[src/verilog/sac_pkg.sv]
`default_nettype none
package sac_pkg;
  // Result format
  localparam int unsigned RES_BITS = 12;
  localparam logic [11:0] NEG_FULL_SCALE_CODE = 12'h000;
  localparam logic [11:0] MID_SCALE_CODE = 12'h800;
  localparam logic [11:0] POS_FULL_SCALE_CODE = 12'hfff;
  // Serial clock falling edge counts within a frame
  localparam logic [5:0] DATA_LAST_EDGE = 6'h0e;
  localparam logic [5:0] PWRUP_CAL_EDGES = 6'h10;
  localparam logic [5:0] CAL_START_EDGE = 6'h11;
  localparam logic [5:0] CAL_DONE_EDGE = 6'h20;
  localparam logic [5:0] EDGE_CNT_MAX = 6'h3f;
  // Least calibration length, serial clock periods
  localparam logic [5:0] CAL_MIN_PERIODS = 6'h0f;
  // Host-side timings, ns
  localparam int unsigned SELECT_TO_CLOCK_SETUP_NS = 15;
  localparam int unsigned ACQUISITION_INTERVAL_NS = 200;
  localparam int unsigned CLK_PERIOD_NS = 10;
  localparam int unsigned ACQ_CYCLES =
    (ACQUISITION_INTERVAL_NS + CLK_PERIOD_NS - 1) / CLK_PERIOD_NS;

  typedef enum logic [1:0] {
    SAC_IDLE = 2'b00,
    SAC_DATA = 2'b01,
    SAC_QUIET = 2'b10,
    SAC_CAL = 2'b11
  } sac_state_t;

  // Serial output pin as value plus enable
  typedef struct packed {
    logic data;
    logic oe;
  } sac_sdo_t;
endpackage
`default_nettype wire

[src/verilog/sac_top.sv]
`timescale 1ns/10ps
`default_nettype none
module sac_top
(
  input wire logic clk_i,
  input wire logic rst_i,
  input wire logic cs_n_i,
  input wire logic sclk_i,
  input wire logic [11:0] sample_code_i,
  input wire logic [11:0] offset_measure_i,
  output logic sdo_o,
  output logic sdo_oe_o,
  output logic input_connect_o,
  output logic cal_active_o,
  output logic frame_active_o
);

  // ----------------------------------------------------------------
  // Pin synchronisers and edge detection
  // ----------------------------------------------------------------
  logic cs_meta_r;
  logic cs_sync_r;
  logic cs_prev_r;
  logic ck_meta_r;
  logic ck_sync_r;
  logic ck_prev_r;
  logic cs_fall;
  logic cs_rise;
  logic ck_fall;

  // Select pin: three flops, only the second and third stages are looked at
  always_ff @(posedge clk_i or posedge rst_i)
  begin
    if (rst_i)
    begin
      cs_meta_r <= 1'b1;
      cs_sync_r <= 1'b1;
      cs_prev_r <= 1'b1;
    end
    else
    begin
      cs_meta_r <= cs_n_i;
      cs_sync_r <= cs_meta_r;
      cs_prev_r <= cs_sync_r;
    end
  end

  // Link clock pin; a rise seen after reset is harmless, only falls count
  always_ff @(posedge clk_i or posedge rst_i)
  begin
    if (rst_i)
    begin
      ck_meta_r <= 1'b0;
      ck_sync_r <= 1'b0;
      ck_prev_r <= 1'b0;
    end
    else
    begin
      ck_meta_r <= sclk_i;
      ck_sync_r <= ck_meta_r;
      ck_prev_r <= ck_sync_r;
    end
  end

  assign cs_fall = cs_prev_r & ~cs_sync_r;
  assign cs_rise = ~cs_prev_r & cs_sync_r;
  // Clock edges only count inside a frame
  assign ck_fall = ck_prev_r & ~ck_sync_r & ~cs_sync_r;

  // ----------------------------------------------------------------
  // Frame sequencer
  // ----------------------------------------------------------------
  sac_pkg::sac_state_t state_r;
  logic [5:0] edge_cnt_r;
  logic [5:0] edge_cnt_nxt;
  logic first_frame_r;
  logic pwrup_frame_r;

  // Saturate so very long frames do not wrap into the data window
  assign edge_cnt_nxt = (edge_cnt_r == sac_pkg::EDGE_CNT_MAX) ?
    edge_cnt_r : edge_cnt_r + 6'h01;

  // Falling edge count since the select fall
  always_ff @(posedge clk_i or posedge rst_i)
  begin
    if (rst_i)
      edge_cnt_r <= 6'h00;
    else if (cs_fall)
      edge_cnt_r <= 6'h00;
    else if (ck_fall)
      edge_cnt_r <= edge_cnt_nxt;
  end

  // Power-up flag; the first frame is the calibration frame
  always_ff @(posedge clk_i or posedge rst_i)
  begin
    if (rst_i)
    begin
      first_frame_r <= 1'b1;
      pwrup_frame_r <= 1'b0;
    end
    else if (cs_fall)
    begin
      pwrup_frame_r <= first_frame_r;
      first_frame_r <= 1'b0;
    end
    else if (cs_rise)
      pwrup_frame_r <= 1'b0;
  end

  // State follows the frame and the edge count
  always_ff @(posedge clk_i or posedge rst_i)
  begin
    if (rst_i)
      state_r <= sac_pkg::SAC_IDLE;
    else if (cs_rise)
      state_r <= sac_pkg::SAC_IDLE;
    else if (cs_fall)
      state_r <= first_frame_r ? sac_pkg::SAC_CAL : sac_pkg::SAC_DATA;
    else
    begin
      unique case (state_r)
        sac_pkg::SAC_IDLE:
          state_r <= sac_pkg::SAC_IDLE;
        sac_pkg::SAC_DATA:
          if (ck_fall && edge_cnt_nxt == sac_pkg::DATA_LAST_EDGE)
            state_r <= sac_pkg::SAC_QUIET;
        sac_pkg::SAC_QUIET:
          // A power-up frame has calibrated already and stays quiet
          if (ck_fall && !pwrup_frame_r &&
              edge_cnt_nxt == sac_pkg::CAL_START_EDGE)
            state_r <= sac_pkg::SAC_CAL;
        sac_pkg::SAC_CAL:
          if (ck_fall && !pwrup_frame_r &&
              edge_cnt_nxt == sac_pkg::CAL_DONE_EDGE)
            state_r <= sac_pkg::SAC_QUIET;
          else if (ck_fall && pwrup_frame_r &&
                   edge_cnt_nxt == sac_pkg::PWRUP_CAL_EDGES)
            state_r <= sac_pkg::SAC_QUIET;
      endcase
    end
  end

  // ----------------------------------------------------------------
  // Sample capture, offset correction and shift out
  // ----------------------------------------------------------------
  logic [11:0] offset_correction_store_r;
  logic [13:0] shift_r;
  logic sdo_r;
  logic sdo_oe_r;

  // Subtract the stored offset, clamping at both ends of the range
  function automatic logic [11:0] sac_correct(input logic [11:0] raw,
                                              input logic [11:0] ofs);
    logic signed [13:0] diff;
    diff = 14'(signed'({2'b00, raw})) - 14'(signed'({{2{ofs[11]}}, ofs}));
    if (diff < 0)
      sac_correct = sac_pkg::NEG_FULL_SCALE_CODE;
    else if (diff > 14'(sac_pkg::POS_FULL_SCALE_CODE))
      sac_correct = sac_pkg::POS_FULL_SCALE_CODE;
    else
      sac_correct = diff[11:0];
  endfunction

  // Capture at select fall; two zero bits lead the result
  always_ff @(posedge clk_i or posedge rst_i)
  begin
    if (rst_i)
      shift_r <= 14'h0000;
    else if (cs_fall)
      shift_r <= {2'b00,
        sac_correct(sample_code_i, offset_correction_store_r)};
    else if (ck_fall)
      shift_r <= {shift_r[12:0], 1'b0};
  end

  // Pin drive: first bit on select fall, low outside the data window
  always_ff @(posedge clk_i or posedge rst_i)
  begin
    if (rst_i)
    begin
      sdo_r <= 1'b0;
      sdo_oe_r <= 1'b0;
    end
    else if (cs_rise)
    begin
      sdo_r <= 1'b0;
      sdo_oe_r <= 1'b0;
    end
    else if (cs_fall)
    begin
      sdo_oe_r <= 1'b1;
      sdo_r <= 1'b0;
    end
    else if (ck_fall)
    begin
      if (state_r == sac_pkg::SAC_DATA &&
          edge_cnt_nxt < sac_pkg::DATA_LAST_EDGE)
        sdo_r <= shift_r[12];
      else
        sdo_r <= 1'b0;
    end
  end

  // ----------------------------------------------------------------
  // Offset calibration
  // ----------------------------------------------------------------
  logic [5:0] cal_len_r;

  // Count calibration periods; the store only changes at completion
  always_ff @(posedge clk_i or posedge rst_i)
  begin
    if (rst_i)
      cal_len_r <= 6'h00;
    else if (cs_fall)
      cal_len_r <= 6'h00;
    else if (ck_fall && state_r == sac_pkg::SAC_CAL)
      cal_len_r <= cal_len_r + 6'h01;
  end

  // Hidden store: no serial path reads or writes it
  always_ff @(posedge clk_i or posedge rst_i)
  begin
    if (rst_i)
      offset_correction_store_r <= 12'h000;
    else if (ck_fall && state_r == sac_pkg::SAC_CAL &&
             cal_len_r + 6'h01 >= sac_pkg::CAL_MIN_PERIODS &&
             ((pwrup_frame_r &&
               edge_cnt_nxt == sac_pkg::PWRUP_CAL_EDGES) ||
              (!pwrup_frame_r &&
               edge_cnt_nxt == sac_pkg::CAL_DONE_EDGE)))
      offset_correction_store_r <= offset_measure_i;
  end

  // ----------------------------------------------------------------
  // Outputs
  // ----------------------------------------------------------------
  logic cal_r;
  logic frame_r;
  logic connect_r;

  // Calibration status trails the sequencer by one cycle
  always_ff @(posedge clk_i or posedge rst_i)
  begin
    if (rst_i)
      cal_r <= 1'b0;
    else
      cal_r <= (state_r == sac_pkg::SAC_CAL);
  end

  // Frame status, registered so the pin side sees no glitches
  always_ff @(posedge clk_i or posedge rst_i)
  begin
    if (rst_i)
      frame_r <= 1'b0;
    else
      frame_r <= (state_r != sac_pkg::SAC_IDLE);
  end

  // Inputs disconnected during conversion and calibration
  always_ff @(posedge clk_i or posedge rst_i)
  begin
    if (rst_i)
      connect_r <= 1'b1;
    else
      connect_r <= (state_r == sac_pkg::SAC_IDLE) ||
                   (state_r == sac_pkg::SAC_QUIET);
  end

  assign sdo_o = sdo_r;
  assign sdo_oe_o = sdo_oe_r;
  assign cal_active_o = cal_r;
  assign frame_active_o = frame_r;
  assign input_connect_o = connect_r;

endmodule
`default_nettype wire

[config.mk]
export PLATFORM = sky130hd
export DESIGN_NAME = sac_top
export DESIGN_NICKNAME = d
export VERILOG_FILES = /design/src/verilog/sac_pkg.sv /design/src/verilog/sac_top.sv
export SDC_FILE = /design/constraint.sdc
export NUM_CORES = 1
export LEC_CHECK = 0
export ABC_AREA = 1
export BUFFER_PORTS_ARGS = -buffer_cell sky130_fd_sc_hd__buf_2
export CORE_ASPECT_RATIO = 1.4
export CORE_MARGIN = 1
export CORE_UTILIZATION = 40
export CTS_BUF_LIST = sky130_fd_sc_hd__clkbuf_8 sky130_fd_sc_hd__clkbuf_16
export CTS_CLUSTER_DIAMETER = 40
export DETAILED_ROUTE_END_ITERATION = 8
export PLACE_DENSITY = 0.61
export SLEW_MARGIN = 15
export SYNTH_ARGS = -nofsm -noshare
export SYNTH_HDL_FRONTEND = slang
export SYNTH_SLANG_ARGS = --single-unit
export TNS_END_PERCENT = 1
[constraint.sdc]
create_clock -name clk_i -period 2.51 [get_ports clk_i]
set_input_delay 0.251 -clock clk_i [delete_from_list [all_inputs] [get_ports clk_i]]
set_output_delay 0.251 -clock clk_i [all_outputs]
set_load 0.05 [all_outputs]
# Word-level counts from Yosys, hierarchy flattened

Cells that the tools add are included.

Mux-type cells: 25
Magnitude comparators: 4
Equal/unequal tests: 11
Reduce and logical (&&, ||, !) cells: 22
Bitwise gates (word level): 7
Add/subtract/negate cells: 3

Operators with widths:

| cell                 | count |
|---|---|
| $mux 6               | 5 |
| $mux 13              | 2 |
| $mux 12              | 2 |
| $gt 14x12->1 const B | 1 |
| $lt 14x1->1 const B  | 1 |
| $mux 2               | 7 |
| $sub 13x12->14       | 1 |
| $add 6x1->6 const B  | 2 |
| $eq 6x5->1 const B   | 2 |
| $eq 6x6->1 const B   | 2 |
| $logic_and 1x1->1    | 12 |
| $mux 1               | 8 |
| $ne 4x4->1 const B   | 2 |
| $pmux 2 s4           | 1 |
| $reduce_bool 2->1    | 4 |
| $eq 6x4->1 const B   | 1 |
| $ge 6x4->1 const B   | 1 |
| $lt 6x4->1 const B   | 1 |
| $ne 5x5->1 const B   | 1 |
| $and 1x1->1          | 4 |
| $eq 2x2->1 const B   | 2 |
| $not 1->1            | 3 |
| $reduce_and 3->1     | 1 |
| $reduce_bool 3->1    | 1 |
| other kinds (4)      | 5 |

Word-level logic and storage cells: 90
Register bits: 52
Input bits: 28

# Depth between registers and ports, before layout

Gate-level depths: netlist of run 1.

Depth after elaboration: 10
Depth in mapped cells: 15
Depth with buffers taken out: 14

# Worst setup path before layout of run 1

No wires, ideal clock.

Path kind: register to register
Start point: register offset_correction_store_r[0]
End point: register shift_r[7]
Path buffers: 1
Library setup time: 123 ps
Path slack: 651 ps
Period minus slack after synthesis: 1,859 ps
Data arrival time: 1,736 ps
Cell stages (with the launch flop): 15
Cell sequence: dfrtp_1 -> ha_1 -> inv_1 -> fa_1 -> nand3_1 -> nand2_1 -> nand3_1 -> nand3_1 -> nand2_1 -> nand2_1 -> inv_1 -> buf_6 -> nand3_1 -> nand2_1 -> a21oi_1

Word-level cells in the longest chain between the ends: 5

RTL lines:

| element                  | line           | text |
|---|---|---|
| start: declaration       | sac_top.sv:147 | `logic [11:0] offset_correction_store_r;` |
| start signal: assignment | sac_top.sv:232 | `offset_correction_store_r <= offset_measure_i;` |
| $sub 13x12->14 (*)       | sac_top.sv:156 | `diff = 14'(signed'({2'b00, raw})) - 14'(signed'({{2{ofs[11]}}, ofs}));` |
| $gt 14x12->1             | sac_top.sv:159 | `else if (diff > 14'(sac_pkg::POS_FULL_SCALE_CODE))` |
| $mux 12                  | sac_top.sv:159 |  |
| $mux 12 (*)              | sac_top.sv:157 | `if (diff < 0)` |
| $mux 13 (*)              | sac_top.sv:170 | `else if (cs_fall)` |
| end signal: assignment   | sac_top.sv:171 | `shift_r <= {2'b00,` |
| end signal: assignment   | sac_top.sv:174 | `shift_r <= {shift_r[12:0], 1'b0};` |
| end: declaration         | sac_top.sv:148 | `logic [13:0] shift_r;` |

Every way passes the cells marked *; elsewhere a longest branch is shown, timed or not.
A chain may end at the register's enable or synchronous reset.

# Worst setup path in the final report of run 1

Start point: register offset_correction_store_r[11]
End point: register shift_r[11]

The elaborated chain is that of the path after synthesis.

==> flow_metrics.py, run 1 <==
metrics = {
    "outcome": {
        "status": "complete, no violations",
    },
    "clocking": {
        "cts_setup_buffers": 0,
        "path_clk_slew_ns": 0.07,
        "cts-root-buf": "clkbuf_16",
        "cts_buffer_depth": 2,
        "cts_sinks": 52,
        "cts_tree": "yes",
        "htree_num_levels": 2,
        "clk_latency_ns": 0.30,
        "cts_buffers": 5,
    },
    "detailed_routing": {
        "routed_wl_um": 6790,
        "ant_nets": 0,
        "drcViolationCount": 0,
        "first_iter_violations": 92,
        "dr_total_vias": 2823,
        "firstDrtPassIters": 4,
        "post_drt_via_cell_ratio": 4.78,
        "post_drt_wl_per_cell_um": 11.5,
    },
    "floorplanning": {
        "core-area_sq_um": 8150,
        "dieArea_sq_um": 8740,
        "start_util_pct": 41.1,
        "die_h_um": 110,
        "die_w_um": 79.3,
        "pin_count": 33,
        "rows": 39,
    },
    "critical_path": {
        "crit_chain": "inv_1, ha_1, o21ai_0, a21oi_1, nand3_1, nand2_1, nand2_1, inv_1, nand3_1, nand2_1, a21oi_1",
        "cp-start-kind": "register",
        "cp.required_ns": 2.69,
        "crit_fanout": 11,
        "r2r-start": "offset_correction_store_r[11]",
        "reg2reg_depth": 11,
        "worst_path_max_delay_cell": "dfrtp_1",
        "crit_type": "register to register",
        "max_stage_delay_ns": 0.45,
        "crit_top_cell": "nand2_1",
        "r2r_slack_ns": 0.33,
        "r2r-end": "shift_r[11]",
        "cp.arrival_ns": 2.36,
        "end_kind": "register",
    },
    "yosys": {
        "synth.net_count": 504,
        "async_flop_share_pct": 100,
        "synth_compound_gate_area_share_pct": 9.50,
        "syn_inst": 455,
        "yosysWarnings": 0,
        "ys_ff_latch": 52,
        "synth_edf_count": 0,
        "netlist_top_cells_area": "dfrtp_1 35%, nand2_1 13%, nand3_1 7.6%, ha_1 7.5%, inv_1 7.3%",
        "synthFlopType": "dfrtp_1",
        "yosysUniqueCellTypes": 32,
        "seq_area_frac_synth_pct": 39.1,
        "yosysMostFrequentCell": "nand2_1",
        "synth_area_per_cell_sq_um": 7.35,
        "synthXorXnorAreaFrac_pct": 3.14,
        "synth_mux_area_share_pct": 0,
        "syn-cell-area_sq_um": 3350,
        "yosys.area_share.simple_pct": 30.3,
        "synth_fa_ha_area_share_pct": 8.08,
        "synth.largest_area_cell": "dfrtp_1",
        "ys_top_cells_by_count": "115 x nand2_1, 65 x inv_1, 51 x nand3_1, 47 x dfrtp_1, 42 x nor2_1",
        "yosys.area.top_type_share_pct": 35.2,
        "synth_top_family_by_area": "simple AND/OR/NAND/NOR gates",
    },
    "place": {
        "numPortBuffers": 32,
        "dp_slack_ns": 0.255,
        "gp_congestion": 0.842,
        "dpl.cell_count": 582,
        "dp_hpwl_um": 5450,
    },
    "global_routing": {
        "grt_pass1_vias": 2780,
        "track_usage_pct": 17.6,
        "gr-total-overflow": 0,
        "grt_pass1_wl_um": 12000,
        "antenna_found_initial": 0,
        "grt_max_degree": 21,
    },
    "timing": {
        "tightestPinTransition_ns": 0.472,
        "finalClockSkew_ns": 0.00885,
        "setup_ws_ns": 0.327,
        "grt_setup_unrepaired": "false",
        "slew_violations": 0,
        "period_share_pct": 87.0,
        "finalSetupViolations": 0,
        "fin_setup_tns_ns": 0,
        "relSlewSlack_pct": 68.5,
        "timing_hold_violations_final": 0,
        "period_minus_slack_ns": 2.18,
        "max_freq_mhz": 458,
    },
    "power_and_ir_drop": {
        "p_clk_share_pct": 33.5,
        "irDropWorstVdd_v": 0.000366,
        "leakagePower_uw": 0.00198,
        "switching_share_pct": 31.7,
        "combPwrFrac_pct": 20.7,
        "p_int_uw": 1440,
        "p_sw_uw": 671,
        "pwr_density_cell_nw_per_um2": 563,
        "pwr-share-seq_pct": 45.9,
    },
    "min_path": {
        "hp-class": "input pin to register",
        "min_from": "cs_n_i",
        "hold-path-cell-count": 1,
        "hold_path_end": "cs_meta_r",
    },
    "layout": {
        "antenna-diode-count": 0,
        "final_layout_size_suffix_gt1_share_pct": 13.5,
        "nets": 537,
        "stdcell_count": 591,
        "syn2layout_area_growth_pct": 12.3,
    },
    "run": {
        "cap_violations": 0,
    },
}
worst max path at each step:
stage,startpoint,to,cells past startpoint,slack [ns]
2_1_floorplan,offset_correction_store_r[0],shift_r[7],14,0.65
3_3_place_gp,sample_code_i[0],shift_r[11],15,0.28
3_5_place_dp,sample_code_i[0],shift_r[11],15,0.25
4_1_cts,offset_correction_store_r[0],shift_r[11],13,0.30
5_1_grt,offset_correction_store_r[0],shift_r[11],13,0.006
6_report,offset_correction_store_r[11],shift_r[11],11,0.33
layout by cell type (no fill, tap or decap), types with 2 or more instances in the layout:
cell       instances
nand3b_1           2
clkbuf_16          5
xnor2_1            6
nand2_2            7
nor2_2             2
nand3_2            2
nor3_1             3
nor2_1            42
dfrtp_1           47
nand4_1            7
ha_1              20
buf_4              6
o21ai_0           24
xor2_1             6
buf_2             32
nand3_1           51
inv_1             64
nand2_1          115
a21oi_1           21
o22ai_1            7
dfstp_2            5
flip-flops by register name, indices dropped and copies added (netlist names), 2 cells and up:
signal,flops
offset_correction_store_r,12
edge_cnt_r,6
cal_len_r,6
shift_r,13
state_r,2
routing by layer:
metal  global-route usage (%)  vias to the layer above  wire [um]
met5                        0                        -          0
met4                     7.92                        0        186
met3                     3.13                       13        181
met2                     33.4                       42       3600
met1                     18.6                     1245       2820
li1                         -                     1523          -
layout make-up:
cell class,instances,area (sq um)
Clock inverter,3,27.5
Sequential cell,52,1310
Timing Repair Buffer,39,215
Inverter,66,248
Tap cell,102,128
Clock buffer,5,125
Fill cell,821,4390
Multi-Input combinational cell,324,1710
cells by family (layout without fill, tap and decap cells):
family,Yosys count,after routing
AOI/OAI and AO/OA,58,58
xor gates and xnor gates,12,12
adders and majority gates,21,21
buffers and inverters,79,113
DFF,52,52
and+or+nand+nor,233,233
per-stage QoR:
stage	area, sq um	total power, uW	hold slack, ns	utilization [%]
finish	3760	2120	0.0409	46.1
global route	3760	2250	0.0387	46.1
CTS	3760	2150	0.0317	46.1
detailed placement	3590	1430	0.264	44.1
global placement	3590	1420	0.260	44.1
floorplan	3350	1320	0.255	-
critical path, delay by kind of cell, from the launching register on:
family | cells | cell delay [ns]
DFF | 1 | 0.45
and+or+nand+nor | 5 | 0.44
AOI/OAI and AO/OA | 3 | 0.40
buffers and inverters | 2 | 0.39
adders and majority gates | 1 | 0.38
repair_timing:
action                                 4_1_cts  5_1_grt
gates resized for setup                      0        0
hold buffers                                 1        0
endpoints found under the hold margin       13        0
power groups by stage:
stage	logic (uW)	clock network, uW	registers (uW)
6_report	437	708	970
5_1_grt	503	760	983
4_1_cts	444	732	970
3_5_place_dp	440	0	986
3_3_place_gp	439	0	984
2_1_floorplan	249	0	1070
(Power assumes the default switching activity.)
==> run 2: changes to the inputs <==
PLACE_DENSITY = 0.62   (was 0.61)
==> run 2 against run 1 <==
The run now ends with hold timing left. Sequential power about the same. Non-clock buffer count decreased by 1. Clock power shrank 0.6%. Global-route usage down 0.21 points. Sequential share of layout area is 0.093 points higher. Design area down 0.27%. Count of clock-buffer cells in the layout is the same. Setup slack worse by 0.0065 ns. Cell count fell by 0.17%. Register-to-register slack barely moved. Wire length rose by 2.0%. Critical endpoint unchanged. Largest power group unchanged. Highest routed layer unchanged.
==> flow_metrics.py, run 2 (same netlist as run 1, synthesis figures left out) <==
metrics = {
    "floorplanning": {
        "start_util_pct": 41.1,
        "core-area_sq_um": 8150,
        "dieArea_sq_um": 8740,
        "pin_count": 33,
        "die_w_um": 79.3,
        "die_h_um": 110,
        "rows": 39,
    },
    "clocking": {
        "cts_resized": 0,
        "path_clk_slew_ns": 0.07,
        "cts_setup_buffers": 0,
        "cts_sinks": 52,
        "cts-root-buf": "clkbuf_16",
        "htree_num_levels": 2,
        "cts_hold_buffers": 0,
        "cts_buffers": 5,
        "cts_buffer_depth": 2,
        "clk_latency_ns": 0.29,
        "cts_tree": "yes",
    },
    "layout": {
        "stdcell_count": 590,
        "top_register": "shift_r",
        "final_cell_mix": "115 x nand2_1, 64 x inv_1, 51 x nand3_1, 47 x dfrtp_1, 42 x nor2_1",
        "syn2layout_area_growth_pct": 12.0,
        "largest_register_ff_count": 13,
        "layout_commonest_cell": "nand2_1",
        "nets": 536,
        "nFillCells": 838,
        "top_regs": "shift_r (13), offset_correction_store_r (12)",
        "antenna-diode-count": 0,
        "final_layout_size_suffix_gt1_share_pct": 13.5,
    },
    "global_routing": {
        "antenna_found_initial": 0,
        "grt_pass1_wl_um": 11900,
        "track_usage_pct": 17.4,
        "gr-total-overflow": 0,
        "grt_max_degree": 26,
        "grt_pass1_vias": 2780,
    },
    "critical_path": {
        "cp-start-kind": "register",
        "crit_top_cell": "nand2_1",
        "cp.arrival_ns": 2.37,
        "cp.required_ns": 2.69,
        "reg2reg_depth": 11,
        "r2r_slack_ns": 0.32,
        "end_kind": "register",
        "worst_path_max_delay_cell": "dfrtp_1",
        "cp_top_family": "simple AND/OR/NAND/NOR gates",
        "crit_chain": "inv_1, ha_1, o21ai_0, a21oi_1, nand3_1, nand2_1, nand2_1, inv_1, nand3_1, nand2_1, a21oi_1",
        "crit_type": "register to register",
        "cp_num_buf_inv": 2,
        "r2r-end": "shift_r[11]",
        "cp.depth": 11,
        "r2r-start": "offset_correction_store_r[11]",
        "crit_fanout": 11,
        "max_stage_delay_ns": 0.43,
    },
    "timing": {
        "grt_setup_unrepaired": "false",
        "relSlewSlack_pct": 60.3,
        "setup_ws_ns": 0.321,
        "worst_hold_slack_ns": -0.00863,
        "finalClockSkew_ns": 0.00662,
        "max_freq_mhz": 457,
        "period_share_pct": 87.2,
        "timing_hold_violations_final": 13,
        "period_minus_slack_ns": 2.19,
        "tightestPinTransition_ns": 0.595,
        "fin_setup_tns_ns": 0,
        "finalSetupViolations": 0,
        "slew_violations": 0,
    },
    "detailed_routing": {
        "post_drt_via_cell_ratio": 4.97,
        "ant_nets": 0,
        "dr_total_vias": 2934,
        "firstDrtPassIters": 4,
        "routed_wl_um": 6920,
        "first_iter_violations": 99,
        "post_drt_wl_per_cell_um": 11.7,
        "drcViolationCount": 0,
    },
    "place": {
        "gp_congestion": 0.835,
        "numPortBuffers": 32,
        "dp_hpwl_um": 5510,
        "dpl.cell_count": 582,
        "dp_slack_ns": 0.348,
    },
    "outcome": {
        "violations": "hold timing",
        "status": "complete, but fails checks",
    },
    "run": {
        "cap_violations": 0,
    },
    "min_path": {
        "hp-class": "input pin to asynchronous set/reset pin",
    },
    "power_and_ir_drop": {
        "pwr_density_cell_nw_per_um2": 564,
        "leakagePower_uw": 0.00197,
        "total_power_uw": 2110,
        "irDropWorstVdd_v": 0.000510,
    },
}
## run 2: changes by cell type in the layout (fill, tap and decap cells not counted)
cell and delta:
dlygate4sd3_1 -1
## run 2: layout make-up
cell class	instances	area [sq um]	area share (%)
multi-input cells	324	1710	45.5
flip-flops and latches	52	1310	34.9
inverters	66	248	6.61
repair buffers	38	205	5.48
well taps	102	128	3.41
clock buffers	5	125	3.34
clock inverters	3	27.5	0.735
## run 2: through the flow
step           utilization, %  hold WS [ns]  instance area (sq um)
6_report                 46.0      -0.00863                   3750
5_1_grt                  46.0        0.0238                   3750
3_5_place_dp             44.1         0.325                   3590
3_3_place_gp             44.1         0.316                   3590
4_1_cts                  46.0       0.00393                   3750
2_1_floorplan               -         0.255                   3350
## run 2: per-layer routing
metal  GRT usage, %  part of all wire [%]  up-vias
li1               -                     -     1520
met1           18.7                    42     1346
met2           33.3                    54       52
met3           2.55                   2.3       16
met4           7.27                   2.6        0
met5              0                     0        -
## run 2: worst max path at each step
| stage | start | endpoint | slack, ns |
|---|---|---|---|
| final | offset_correction_store_r[11] | shift_r[11] | 0.32 |
| after global routing | offset_correction_store_r[11] | shift_r[4] | 0.07 |
| after CTS | offset_correction_store_r[11] | shift_r[11] | 0.33 |
| after detailed placement | sample_code_i[0] | shift_r[4] | 0.35 |
| after global placement | sample_code_i[0] | shift_r[1] | 0.39 |
| after floorplan | offset_correction_store_r[0] | shift_r[7] | 0.65 |
## run 2: report_power, final
| group | internal (uW) | switching, uW |
|---|---|---|
| registers | 926 | 43.9 |
| logic | 138 | 300 |
| clock network | 379 | 325 |
| total | 1440 | 669 |
